`src/vrld_pkg.sv`:
```
package vrld_pkg;
  // Byte addresses; a control register sits at four times its index
  localparam logic [11:0] ADDR_REFERENCE_CONTROL = 12'h26c;
  localparam logic [11:0] ADDR_LOW_SUPPLY_DETECT_CONTROL = 12'h270;
  localparam logic [11:0] ADDR_IRQ_STATUS = 12'h0a4;
  localparam logic [11:0] ADDR_IRQ_MASK = 12'h0a8;
  localparam logic [11:0] ADDR_AUX_CONTROL = 12'h0ac;
  // Printed register indices
  localparam logic [7:0] IDX_REFERENCE_CONTROL = 8'h9b;
  localparam logic [7:0] IDX_LOW_SUPPLY_DETECT_CONTROL = 8'h9c;
  // Field positions
  localparam int HIGH_REF_ENABLE_BIT = 7;
  localparam int LOW_REF_ENABLE_BIT = 6;
  localparam int HIGH_REF_OUTPUT_ENABLE_BIT = 5;
  localparam int LOW_REF_OUTPUT_ENABLE_BIT = 4;
  localparam int BANDGAP_STABLE_BIT = 5;
  localparam int DETECTOR_POWER_ENABLE_BIT = 4;
  localparam int LOW_SUPPLY_FLAG_BIT = 0;
  localparam int BANDGAP_STABLE_EVT_BIT = 1;
  localparam int LOW_SUPPLY_IRQ_ENABLE_BIT = 0;
  localparam int BROWNOUT_RESET_ENABLE_BIT = 0;
  // Reset values
  localparam logic [3:0] REFERENCE_CONTROL_RESET = 4'h0;
  localparam logic [3:0] TRIP_SELECT_RESET = 4'h5;
  localparam logic DETECTOR_POWER_ENABLE_RESET = 1'b0;
  localparam logic [1:0] IRQ_MASK_RESET = 2'h0;
  localparam logic BROWNOUT_RESET_ENABLE_RESET = 1'b0;
  // Trip select codes
  localparam logic [3:0] TRIP_LOWEST_VALID = 4'h4;
  localparam logic [3:0] TRIP_EXTERNAL = 4'hf;
endpackage : vrld_pkg

```
`src/vrld_sync2.sv`:
```
`timescale 1ns/10ps
`default_nettype none
module vrld_sync2 (
  input wire logic pclk,
  input wire logic presetn,
  input wire logic d,
  output logic q
);
  logic stage1;
  logic next_stage1;
  logic next_q;

  always_comb begin
    next_stage1 = d;
    next_q = stage1;
  end

  always_ff @(posedge pclk or negedge presetn) begin
    if (!presetn) begin
      stage1 <= 1'b0;
      q <= 1'b0;
    end else begin
      stage1 <= next_stage1;
      q <= next_q;
    end
  end
endmodule : vrld_sync2
`default_nettype wire

```
`src/vrld_ctrl.sv`:
```
// Behaviour
// - Bandgap powered while brownout, detector or either reference is enabled.
// - High reference enable bit 7 powers high gain amplifier.
// - Low reference enable bit 6 powers low gain amplifier.
// - Reference pin driven only when output enable and reference enable.
// - Read-only bandgap stable bit 5 set once bandgap is stable.
// - Low supply flag cannot set before bandgap stable.
// - Detector power enable bit 4 powers detector and requests bandgap.
// - Detector on and supply at or below trip sets flag.
// - Flag clear ignored while supply stays at or below trip.
// - Enabled low supply interrupt wakes device from sleep.
// - Four-bit trip select picks threshold; low codes reserved.
// - Code 1111 routes comparator to external detect input.
// - Low four bits of reference control read zero, ignore writes.
`timescale 1ns/10ps
`default_nettype none
module vrld_ctrl
  import vrld_pkg::*;
(
  input wire logic pclk,
  input wire logic presetn,
  input wire logic psel,
  input wire logic penable,
  input wire logic pwrite,
  input wire logic [11:0] paddr,
  input wire logic [31:0] pwdata,
  output logic [31:0] prdata,
  output logic pready,
  output logic pslverr,
  input wire logic trip_below,
  input wire logic bandgap_ready,
  output logic bandgap_power,
  output logic high_ref_amp_enable,
  output logic low_ref_amp_enable,
  output logic high_ref_pin_drive,
  output logic low_ref_pin_drive,
  output logic detector_power,
  output logic [3:0] trip_select_out,
  output logic external_detect_select,
  output logic irq,
  output logic wake
);
  ////////////////////////////////////////////////////////////////////////
  logic high_ref_enable;
  logic low_ref_enable;
  logic high_ref_output_enable;
  logic low_ref_output_enable;
  logic detector_power_enable;
  logic [3:0] trip_select;
  logic brownout_reset_enable;
  logic low_supply_flag;
  logic bandgap_stable_evt;
  logic [1:0] irq_mask;
  logic next_high_ref_enable;
  logic next_low_ref_enable;
  logic next_high_ref_output_enable;
  logic next_low_ref_output_enable;
  logic next_detector_power_enable;
  logic [3:0] next_trip_select;
  logic next_brownout_reset_enable;
  logic next_low_supply_flag;
  logic next_bandgap_stable_evt;
  logic [1:0] next_irq_mask;
  logic [31:0] next_prdata;
  logic next_pready;
  logic next_pslverr;
  logic trip_sync;
  logic stable_sync;
  logic stable_prev;
  logic wr_en;
  logic rd_en;
  logic known_addr;
  logic bandgap_req;

  ////////////////////////////////////////////////////////////////////////
  // two-stage synchronisers
  vrld_sync2 u_trip_sync (
    .pclk(pclk),
    .presetn(presetn),
    .d(trip_below),
    .q(trip_sync)
  );

  vrld_sync2 u_stable_sync (
    .pclk(pclk),
    .presetn(presetn),
    .d(bandgap_ready),
    .q(stable_sync)
  );

  function automatic logic addr_is(input logic [11:0] a,
                                   input logic [11:0] ref_addr);
    return a == ref_addr;
  endfunction : addr_is

  assign wr_en = psel && penable && pwrite;
  assign rd_en = psel && !penable && !pwrite;
  assign known_addr = addr_is(paddr, ADDR_REFERENCE_CONTROL) ||
                      addr_is(paddr, ADDR_LOW_SUPPLY_DETECT_CONTROL) ||
                      addr_is(paddr, ADDR_IRQ_STATUS) ||
                      addr_is(paddr, ADDR_IRQ_MASK) ||
                      addr_is(paddr, ADDR_AUX_CONTROL);
  assign bandgap_req = brownout_reset_enable || detector_power_enable ||
                       high_ref_enable || low_ref_enable;

  ////////////////////////////////////////////////////////////////////////
  // Register file and events
  always_comb begin
    next_high_ref_enable = high_ref_enable;
    next_low_ref_enable = low_ref_enable;
    next_high_ref_output_enable = high_ref_output_enable;
    next_low_ref_output_enable = low_ref_output_enable;
    next_detector_power_enable = detector_power_enable;
    next_trip_select = trip_select;
    next_brownout_reset_enable = brownout_reset_enable;
    next_irq_mask = irq_mask;
    next_low_supply_flag = low_supply_flag;
    next_bandgap_stable_evt = bandgap_stable_evt;
    if (wr_en) begin
      if (addr_is(paddr, ADDR_REFERENCE_CONTROL)) begin
        next_high_ref_enable = pwdata[HIGH_REF_ENABLE_BIT];
        next_low_ref_enable = pwdata[LOW_REF_ENABLE_BIT];
        next_high_ref_output_enable = pwdata[HIGH_REF_OUTPUT_ENABLE_BIT];
        next_low_ref_output_enable = pwdata[LOW_REF_OUTPUT_ENABLE_BIT];
      end
      if (addr_is(paddr, ADDR_LOW_SUPPLY_DETECT_CONTROL)) begin
        next_detector_power_enable = pwdata[DETECTOR_POWER_ENABLE_BIT];
        next_trip_select = pwdata[3:0];
      end
      if (addr_is(paddr, ADDR_IRQ_MASK)) begin
        next_irq_mask = pwdata[1:0];
      end
      if (addr_is(paddr, ADDR_AUX_CONTROL)) begin
        next_brownout_reset_enable = pwdata[BROWNOUT_RESET_ENABLE_BIT];
      end
      if (addr_is(paddr, ADDR_IRQ_STATUS)) begin
        if (pwdata[LOW_SUPPLY_FLAG_BIT] && !trip_sync) begin
          next_low_supply_flag = 1'b0;
        end
        if (pwdata[BANDGAP_STABLE_EVT_BIT]) begin
          next_bandgap_stable_evt = 1'b0;
        end
      end
    end
    if (detector_power_enable && stable_sync && trip_sync) begin
      next_low_supply_flag = 1'b1;
    end
    if (stable_sync && !stable_prev) begin
      next_bandgap_stable_evt = 1'b1;
    end
  end

  always_ff @(posedge pclk or negedge presetn) begin
    if (!presetn) begin
      high_ref_enable <= REFERENCE_CONTROL_RESET[3];
      low_ref_enable <= REFERENCE_CONTROL_RESET[2];
      high_ref_output_enable <= REFERENCE_CONTROL_RESET[1];
      low_ref_output_enable <= REFERENCE_CONTROL_RESET[0];
      detector_power_enable <= DETECTOR_POWER_ENABLE_RESET;
      trip_select <= TRIP_SELECT_RESET;
      brownout_reset_enable <= BROWNOUT_RESET_ENABLE_RESET;
      irq_mask <= IRQ_MASK_RESET;
      low_supply_flag <= 1'b0;
      bandgap_stable_evt <= 1'b0;
      stable_prev <= 1'b0;
    end else begin
      high_ref_enable <= next_high_ref_enable;
      low_ref_enable <= next_low_ref_enable;
      high_ref_output_enable <= next_high_ref_output_enable;
      low_ref_output_enable <= next_low_ref_output_enable;
      detector_power_enable <= next_detector_power_enable;
      trip_select <= next_trip_select;
      brownout_reset_enable <= next_brownout_reset_enable;
      irq_mask <= next_irq_mask;
      low_supply_flag <= next_low_supply_flag;
      bandgap_stable_evt <= next_bandgap_stable_evt;
      stable_prev <= stable_sync;
    end
  end

  ////////////////////////////////////////////////////////////////////////
  // APB read path; zero wait state, data registered in setup cycle
  always_comb begin
    next_prdata = 32'h0000_0000;
    next_pready = 1'b0;
    next_pslverr = 1'b0;
    if (psel && !penable) begin
      next_pready = 1'b1;
      next_pslverr = !known_addr;
    end
    if (rd_en) begin
      if (addr_is(paddr, ADDR_REFERENCE_CONTROL)) begin
        next_prdata[7:4] = {high_ref_enable, low_ref_enable,
                            high_ref_output_enable, low_ref_output_enable};
      end
      if (addr_is(paddr, ADDR_LOW_SUPPLY_DETECT_CONTROL)) begin
        next_prdata[BANDGAP_STABLE_BIT] = stable_sync;
        next_prdata[DETECTOR_POWER_ENABLE_BIT] = detector_power_enable;
        next_prdata[3:0] = trip_select;
      end
      if (addr_is(paddr, ADDR_IRQ_STATUS)) begin
        next_prdata[1:0] = {bandgap_stable_evt, low_supply_flag};
      end
      if (addr_is(paddr, ADDR_IRQ_MASK)) begin
        next_prdata[1:0] = irq_mask;
      end
      if (addr_is(paddr, ADDR_AUX_CONTROL)) begin
        next_prdata[BROWNOUT_RESET_ENABLE_BIT] = brownout_reset_enable;
      end
    end
  end

  always_ff @(posedge pclk or negedge presetn) begin
    if (!presetn) begin
      prdata <= 32'h0000_0000;
      pready <= 1'b0;
      pslverr <= 1'b0;
    end else begin
      prdata <= next_prdata;
      pready <= next_pready;
      pslverr <= next_pslverr;
    end
  end

  ////////////////////////////////////////////////////////////////////////
  // Analog control outputs, all registered
  always_ff @(posedge pclk or negedge presetn) begin
    if (!presetn) begin
      bandgap_power <= 1'b0;
      high_ref_amp_enable <= 1'b0;
      low_ref_amp_enable <= 1'b0;
      high_ref_pin_drive <= 1'b0;
      low_ref_pin_drive <= 1'b0;
      detector_power <= 1'b0;
      trip_select_out <= TRIP_SELECT_RESET;
      external_detect_select <= 1'b0;
      irq <= 1'b0;
      wake <= 1'b0;
    end else begin
      bandgap_power <= bandgap_req;
      high_ref_amp_enable <= high_ref_enable;
      low_ref_amp_enable <= low_ref_enable;
      high_ref_pin_drive <= high_ref_enable && high_ref_output_enable;
      low_ref_pin_drive <= low_ref_enable && low_ref_output_enable;
      detector_power <= detector_power_enable;
      trip_select_out <= trip_select;
      external_detect_select <= trip_select == TRIP_EXTERNAL;
      irq <= |({bandgap_stable_evt, low_supply_flag} & irq_mask);
      wake <= low_supply_flag && irq_mask[LOW_SUPPLY_IRQ_ENABLE_BIT];
    end
  end

  ////////////////////////////////////////////////////////////////////////
  property p_bandgap_power;
    @(posedge pclk) disable iff (!presetn)
      ##1 bandgap_power == $past(bandgap_req);
  endproperty
  a_bandgap_power: assert property (p_bandgap_power)
    else $error("bandgap power does not follow its users");

  property p_pin_gate;
    @(posedge pclk) disable iff (!presetn)
      high_ref_pin_drive |-> $past(high_ref_enable);
  endproperty
  a_pin_gate: assert property (p_pin_gate)
    else $error("high pin driven while reference disabled");

  property p_flag_blocked;
    @(posedge pclk) disable iff (!presetn)
      !stable_sync && !low_supply_flag |=> !low_supply_flag;
  endproperty
  a_flag_blocked: assert property (p_flag_blocked)
    else $error("flag set before bandgap stable");

  property p_flag_sets;
    @(posedge pclk) disable iff (!presetn)
      detector_power_enable && stable_sync && trip_sync |=> low_supply_flag;
  endproperty
  a_flag_sets: assert property (p_flag_sets)
    else $error("low supply flag not set");

  property p_clear_refused;
    @(posedge pclk) disable iff (!presetn)
      low_supply_flag && trip_sync |=> low_supply_flag;
  endproperty
  a_clear_refused: assert property (p_clear_refused)
    else $error("flag cleared while supply still low");

  property p_wake;
    @(posedge pclk) disable iff (!presetn)
      low_supply_flag && irq_mask[0] |=> wake && irq;
  endproperty
  a_wake: assert property (p_wake)
    else $error("enabled flag gives no wake");

  property p_external;
    @(posedge pclk) disable iff (!presetn)
      trip_select == TRIP_EXTERNAL |=> external_detect_select;
  endproperty
  a_external: assert property (p_external)
    else $error("external input not selected");

  property p_ref_low_nibble;
    @(posedge pclk) disable iff (!presetn)
      rd_en && addr_is(paddr, ADDR_REFERENCE_CONTROL) |=> prdata[3:0] == 4'h0;
  endproperty
  a_ref_low_nibble: assert property (p_ref_low_nibble)
    else $error("reserved bits read nonzero");

  property p_stable_status;
    @(posedge pclk) disable iff (!presetn)
      rd_en && addr_is(paddr, ADDR_LOW_SUPPLY_DETECT_CONTROL)
        |=> prdata[BANDGAP_STABLE_BIT] == $past(stable_sync);
  endproperty
  a_stable_status: assert property (p_stable_status)
    else $error("bandgap stable status wrong");
endmodule : vrld_ctrl
`default_nettype wire

```
`config.mk`:
```
export PLATFORM = sky130hd
export DESIGN_NAME = vrld_ctrl
export DESIGN_NICKNAME = d
export VERILOG_FILES = /design/src/vrld_pkg.sv /design/src/vrld_sync2.sv /design/src/vrld_ctrl.sv
export SDC_FILE = /design/constraint.sdc
export NUM_CORES = 1
export LEC_CHECK = 0
export ABC_AREA = 1
export BUFFER_PORTS_ARGS = -buffer_cell sky130_fd_sc_hd__clkbuf_2
export CORE_AREA = 2 2 69 71
export CTS_CLUSTER_SIZE = 30
export DETAILED_ROUTE_END_ITERATION = 6
export DIE_AREA = 0 0 71 73
export GPL_TIMING_DRIVEN = 0
export PLACE_DENSITY = 0.77
export SLEW_MARGIN = 20
export SYNTH_ARGS = -nofsm -noshare
export SYNTH_HDL_FRONTEND = slang
export SYNTH_SLANG_ARGS = --single-unit
```
`constraint.sdc`:
```
create_clock -name pclk -period 1 [get_ports pclk]
set_input_delay 0.1 -clock pclk [delete_from_list [all_inputs] [get_ports pclk]]
set_output_delay 0.1 -clock pclk [all_outputs]
set_load 0.05 [all_outputs]
```
**Word level (Yosys, flattened, before mapping)**

Index checks and enable logic that the tools add are counted.
Widths: inputs -> output; s select.

- Flip-flop bits (word level): 42
- Input bits: 51
- Output and inout bits: 47

- Mux-type cells: 16
- Reductions and logical operators: 36
- Eq/ne operators: 6
- Bitwise logic cells: 1

Operators with widths:

| cell | number |
|---|---|
| $eq 12x8->1 const B | 3 |
| $eq 12x10->1 const B | 2 |
| $reduce_bool 2->1 | 6 |
| $logic_and 1x1->1 | 11 |
| $mux 1 | 11 |
| $mux 8 | 1 |
| $reduce_and 2->1 | 4 |
| $logic_or 1x1->1 | 7 |
| $mux 6 | 1 |
| $reduce_and 3->1 | 2 |
| $logic_not 1->1 | 5 |
| $eq 4x4->1 const B | 1 |
| $mux 2 | 2 |
| $mux 4 | 1 |
| $and 2x2->2 | 1 |
| $reduce_or 2->1 | 1 |

**Depth between registers and ports, before layout**

- Word-level depth: 7
- Mapped depth: 9
- Mapped depth without buffers: 9

**Modules after synthesis**

From an unflattened synthesis, not the netlist that was laid out.

- Cells, all modules: 206
- Area, all modules: 1,948.1 um2

By module, submodules not included:

| module | area each (um2) | cells an instance | instances | sequential area each (um2) |
|---|---|---|---|---|
| vrld_ctrl | 1,848.0 | 202 | 1 | 955.9 |
| vrld_sync2 | 50.0 | 2 | 2 | 50.0 |

**Worst setup path after synthesis**

No wires, ideal clock.

- Path type: input to register
- From: input paddr[8]
- To: register bandgap_stable_evt
- Setup time: 0.128 ns
- Stages on the path: 6
- Data arrival time: 0.773 ns
- Setup slack: 0.100 ns
- Required time: 0.872 ns
- Path through: nor2_1 > nand3_2 > nor2_8 > nand2_2 > nor3_1 > o22ai_1

- Word-level cells in the longest chain between the ends: 3

RTL lines:

| element | line | source |
|---|---|---|
| start: declaration | vrld_ctrl.sv:25 | `input wire logic [11:0] paddr,` |
| $eq 12x8->1 | vrld_ctrl.sv:93 | `return a == ref_addr;` |
| $reduce_bool 2->1 (no source line) | n/a |  |
| $reduce_and 3->1 (no source line) | n/a |  |
| end signal: assignment | vrld_ctrl.sv:176 | `bandgap_stable_evt <= next_bandgap_stable_evt;` |
| end: declaration | vrld_ctrl.sv:52 | `logic bandgap_stable_evt;` |

Every way passes these cells.
A chain may end at the register's enable or synchronous reset.

**Final worst setup path**

- From: register trip_select_out[2]
- To: output trip_select_out[2]

RTL lines:

| element | line | source |
|---|---|---|
| start: declaration | vrld_ctrl.sv:38 | `output logic [3:0] trip_select_out,` |
| start signal: assignment | vrld_ctrl.sv:246 | `trip_select_out <= trip_select;` |

No word-level cell between the ends.

==> results.tsv <==
metric	value	unit
status	finished, violations left	
failing checks	hold timing, setup timing	
port bufs	49	
Slew Viols, Final	0	
Initial Util	42.2	%
num rows	25	
Sink Count	42	
WS Path Type	reg -> out	
final setup vio count	2	
core area	0.00454	sq mm
FMAX	941	MHz
CP max FO	1	
Yosys top cell by area	dfrtp_1	
post-synthesis register bit count	42	
Antenna Diode Count	0	
final cell utilization of the core	54.5	%
drt wl/cell	10.8	um
root buf cell	clkbuf_8	
vias in the first global route	1407	
Total Wirelength	3580	um
DRC viols	0	
total CTS buffers	5	
Final Hold Viols	38	
Static Leak	1.40	nW
Hold Slack	-0.0560	ns
Starting DRT DRC Count	71	
die area	0.00518	sq mm
Buf/Inv on CP	1	
TritonCTS clock tree	yes	
Final ANT Viol Nets	0	
via count	1452	
M1 WL	1370	um
Horiz. Die Dim	71	um
max-cap viol count	0	
Setup crit start kind	flip-flop	
Worst-path clk slew	0.08	ns
total power density per cell area	1300	mW/mm^2
Boundary Pins	98	
Tcrit/Tclk final	106	%
Setup crit end kind	output pin	
RSZ-0062 raised after global routing	yes	
worst skew pair latency	0.28	ns
Die Y-Extent	73	um
post-synth top area share	49.7	%
grt ovf	0	
fin worst setup slack	-0.0624	ns
CP Cell Sequence	buf_8	
Area contributors post-synth	dfrtp_1, buf_4, nand2_1	
Final #Nets	328	
worst min path class	in -> async	
Mean Syn Cell Area	9.81	sq um
first-pass GRT wire length	6120	um
Met2 Wirelength	1850	um
Yosys cell types	27	
sequential fraction of the synthesis area	55.2	%
Pre-Repair DR Iteration Count	4	
global-route usage over all layers	14.8	%
crit-path leading delay family	flip-flops	
mapped cell area	0.00191	sq mm
slowest stage cell on the critical path	dfstp_2	
Mapped Cells	195	
routed wl met3	319	um
worst slew pin tran	0.897	ns
Clock Path Buffers	2	
largest net degree at the start of global routing	43	
Synth Warn #	0	
share of cells above drive strength 1	40.3	%
Peak supply drop	0.699	mV
fin crit period	1.06	ns
top layer in use	met4	
initial antenna violation count	0	
Rel. slew slack	40.2	%
CP required	0.90	ns
GPL Wtd Cong	0.886	
Area Overhead vs Synth	29.3	%
Critical Path Max Stage Delay	0.54	ns
pre-CTS WS	-0.175	ns
DP Wirelength	2860	um
via/cell ratio	4.37	
Clock Skew	0.00578	ns
H-tree depth	2	
data arrival time of the worst path	0.96	ns
## cell type report
| class | instances | area (sq um) |
|---|---|---|
| Buffer | 24 | 180 |
| Clock buffer | 6 | 72.6 |
| Clock inverter | 2 | 13.8 |
| Fill cell | 439 | 2060 |
| Inverter | 24 | 95.1 |
| Multi-Input combinational cell | 128 | 678 |
| Sequential cell | 42 | 1060 |
| Tap cell | 54 | 67.6 |
| Timing Repair Buffer | 52 | 310 |
## metal layers
| layer | up-vias | GRT usage [%] |
|---|---|---|
| li1 | 734 | - |
| met1 | 652 | 18.5 |
| met2 | 59 | 26.0 |
| met3 | 7 | 3.73 |
| met4 | 0 | 3.56 |
| met5 | - | 0 |
## per-stage QoR
| step | instances | power [mW] | setup TNS (ns) | instance area [sq um] | hold WS, ns |
|---|---|---|---|---|---|
| finish | 332 | 3.22 | -0.121 | 2470 | -0.0560 |
| global route | 332 | 3.39 | -0.212 | 2470 | 0.00903 |
| CTS | 332 | 3.26 | -0.166 | 2450 | 0.00925 |
| detailed placement | 321 | 2.22 | -1.74 | 2310 | 0.212 |
| global placement | 321 | 2.22 | -1.24 | 2310 | 0.212 |
| floorplan | 218 | 2.10 | 0 | 2000 | -0.196 |
## cell families after synthesis
group           count (synthesis)  synth area share (%)
simple gates                   87                  24.8
flops                          42                  55.2
buf+inv                        48                  14.4
compound gates                 17                  5.43
other cells                     1                 0.196
## registers in the layout (all words and copies together) (netlist names), 2 cells and up
register	flops
prdata	8
trip_select	4
irq_mask	2
trip_select_out	4
## synthesized netlist by cell type (all sizes together)
cell type	n
inv	22
o21ai	9
nand4	1
nand3	19
a32oi	1
dfrtp	38
buf	24
o21bai	1
o2111ai	1
clkinv	2
o22ai	1
nor3	7
nor2	16
conb	1
a21oi	4
dfstp	4
nand2	44
## cells in the final DEF, fill, tap and decap left out, drive strengths merged
cell type / Yosys / final
nand2: 44 / 44
o21bai: 1 / 1
inv: 22 / 22
dlygate4sd3: 0 / 2
o21ai: 9 / 9
nand4: 1 / 1
nand3: 19 / 19
clkinv: 2 / 4
a32oi: 1 / 1
buf: 24 / 42
o2111ai: 1 / 1
dfstp: 4 / 4
dfrtp: 38 / 38
nor2: 16 / 16
nor3: 7 / 7
conb: 1 / 24
a21oi: 4 / 4
clkbuf: 0 / 38
o22ai: 1 / 1
## worst reg2reg max path, delay by kind of cell (launching register included)
| kind | cells | cell delay (ns) |
|---|---|---|
| flops | 1 | 0.54 |
| simple gates | 3 | 0.22 |
| compound gates | 1 | 0.14 |
## worst paths after layout
kind | startpoint | endpoint | slack (ns) | depth (start not counted)
max | trip_select_out[2] | trip_select_out[2] | -0.06 | 1
min | presetn | trip_select[3] | -0.06 | 1
max reg2reg | trip_select[0] | prdata[0] | 0.02 | 4
min reg2reg | u_stable_sync.next_q | u_stable_sync.q | 0.35 | 0
max in group asynchronous | presetn | low_supply_flag | 0.50 | 1
min in group pclk | pwdata[2] | trip_select[2] | 0.02 | 3
## where the power goes
part | internal, mW | switching (mW)
sequential | 1.71 | 0.00658
clock | 0.492 | 0.536
combinational | 0.131 | 0.344
total | 2.34 | 0.887
## timing repair
action                                  CTS  global route
cloned                                    0             0
hold buffers                              2             0
buffers inserted                          1             0
gates resized for setup                   6            28
endpoints found under the setup margin    5            22
hold endpoints to repair                  2             0
Power figures use the tool's default switching activity.
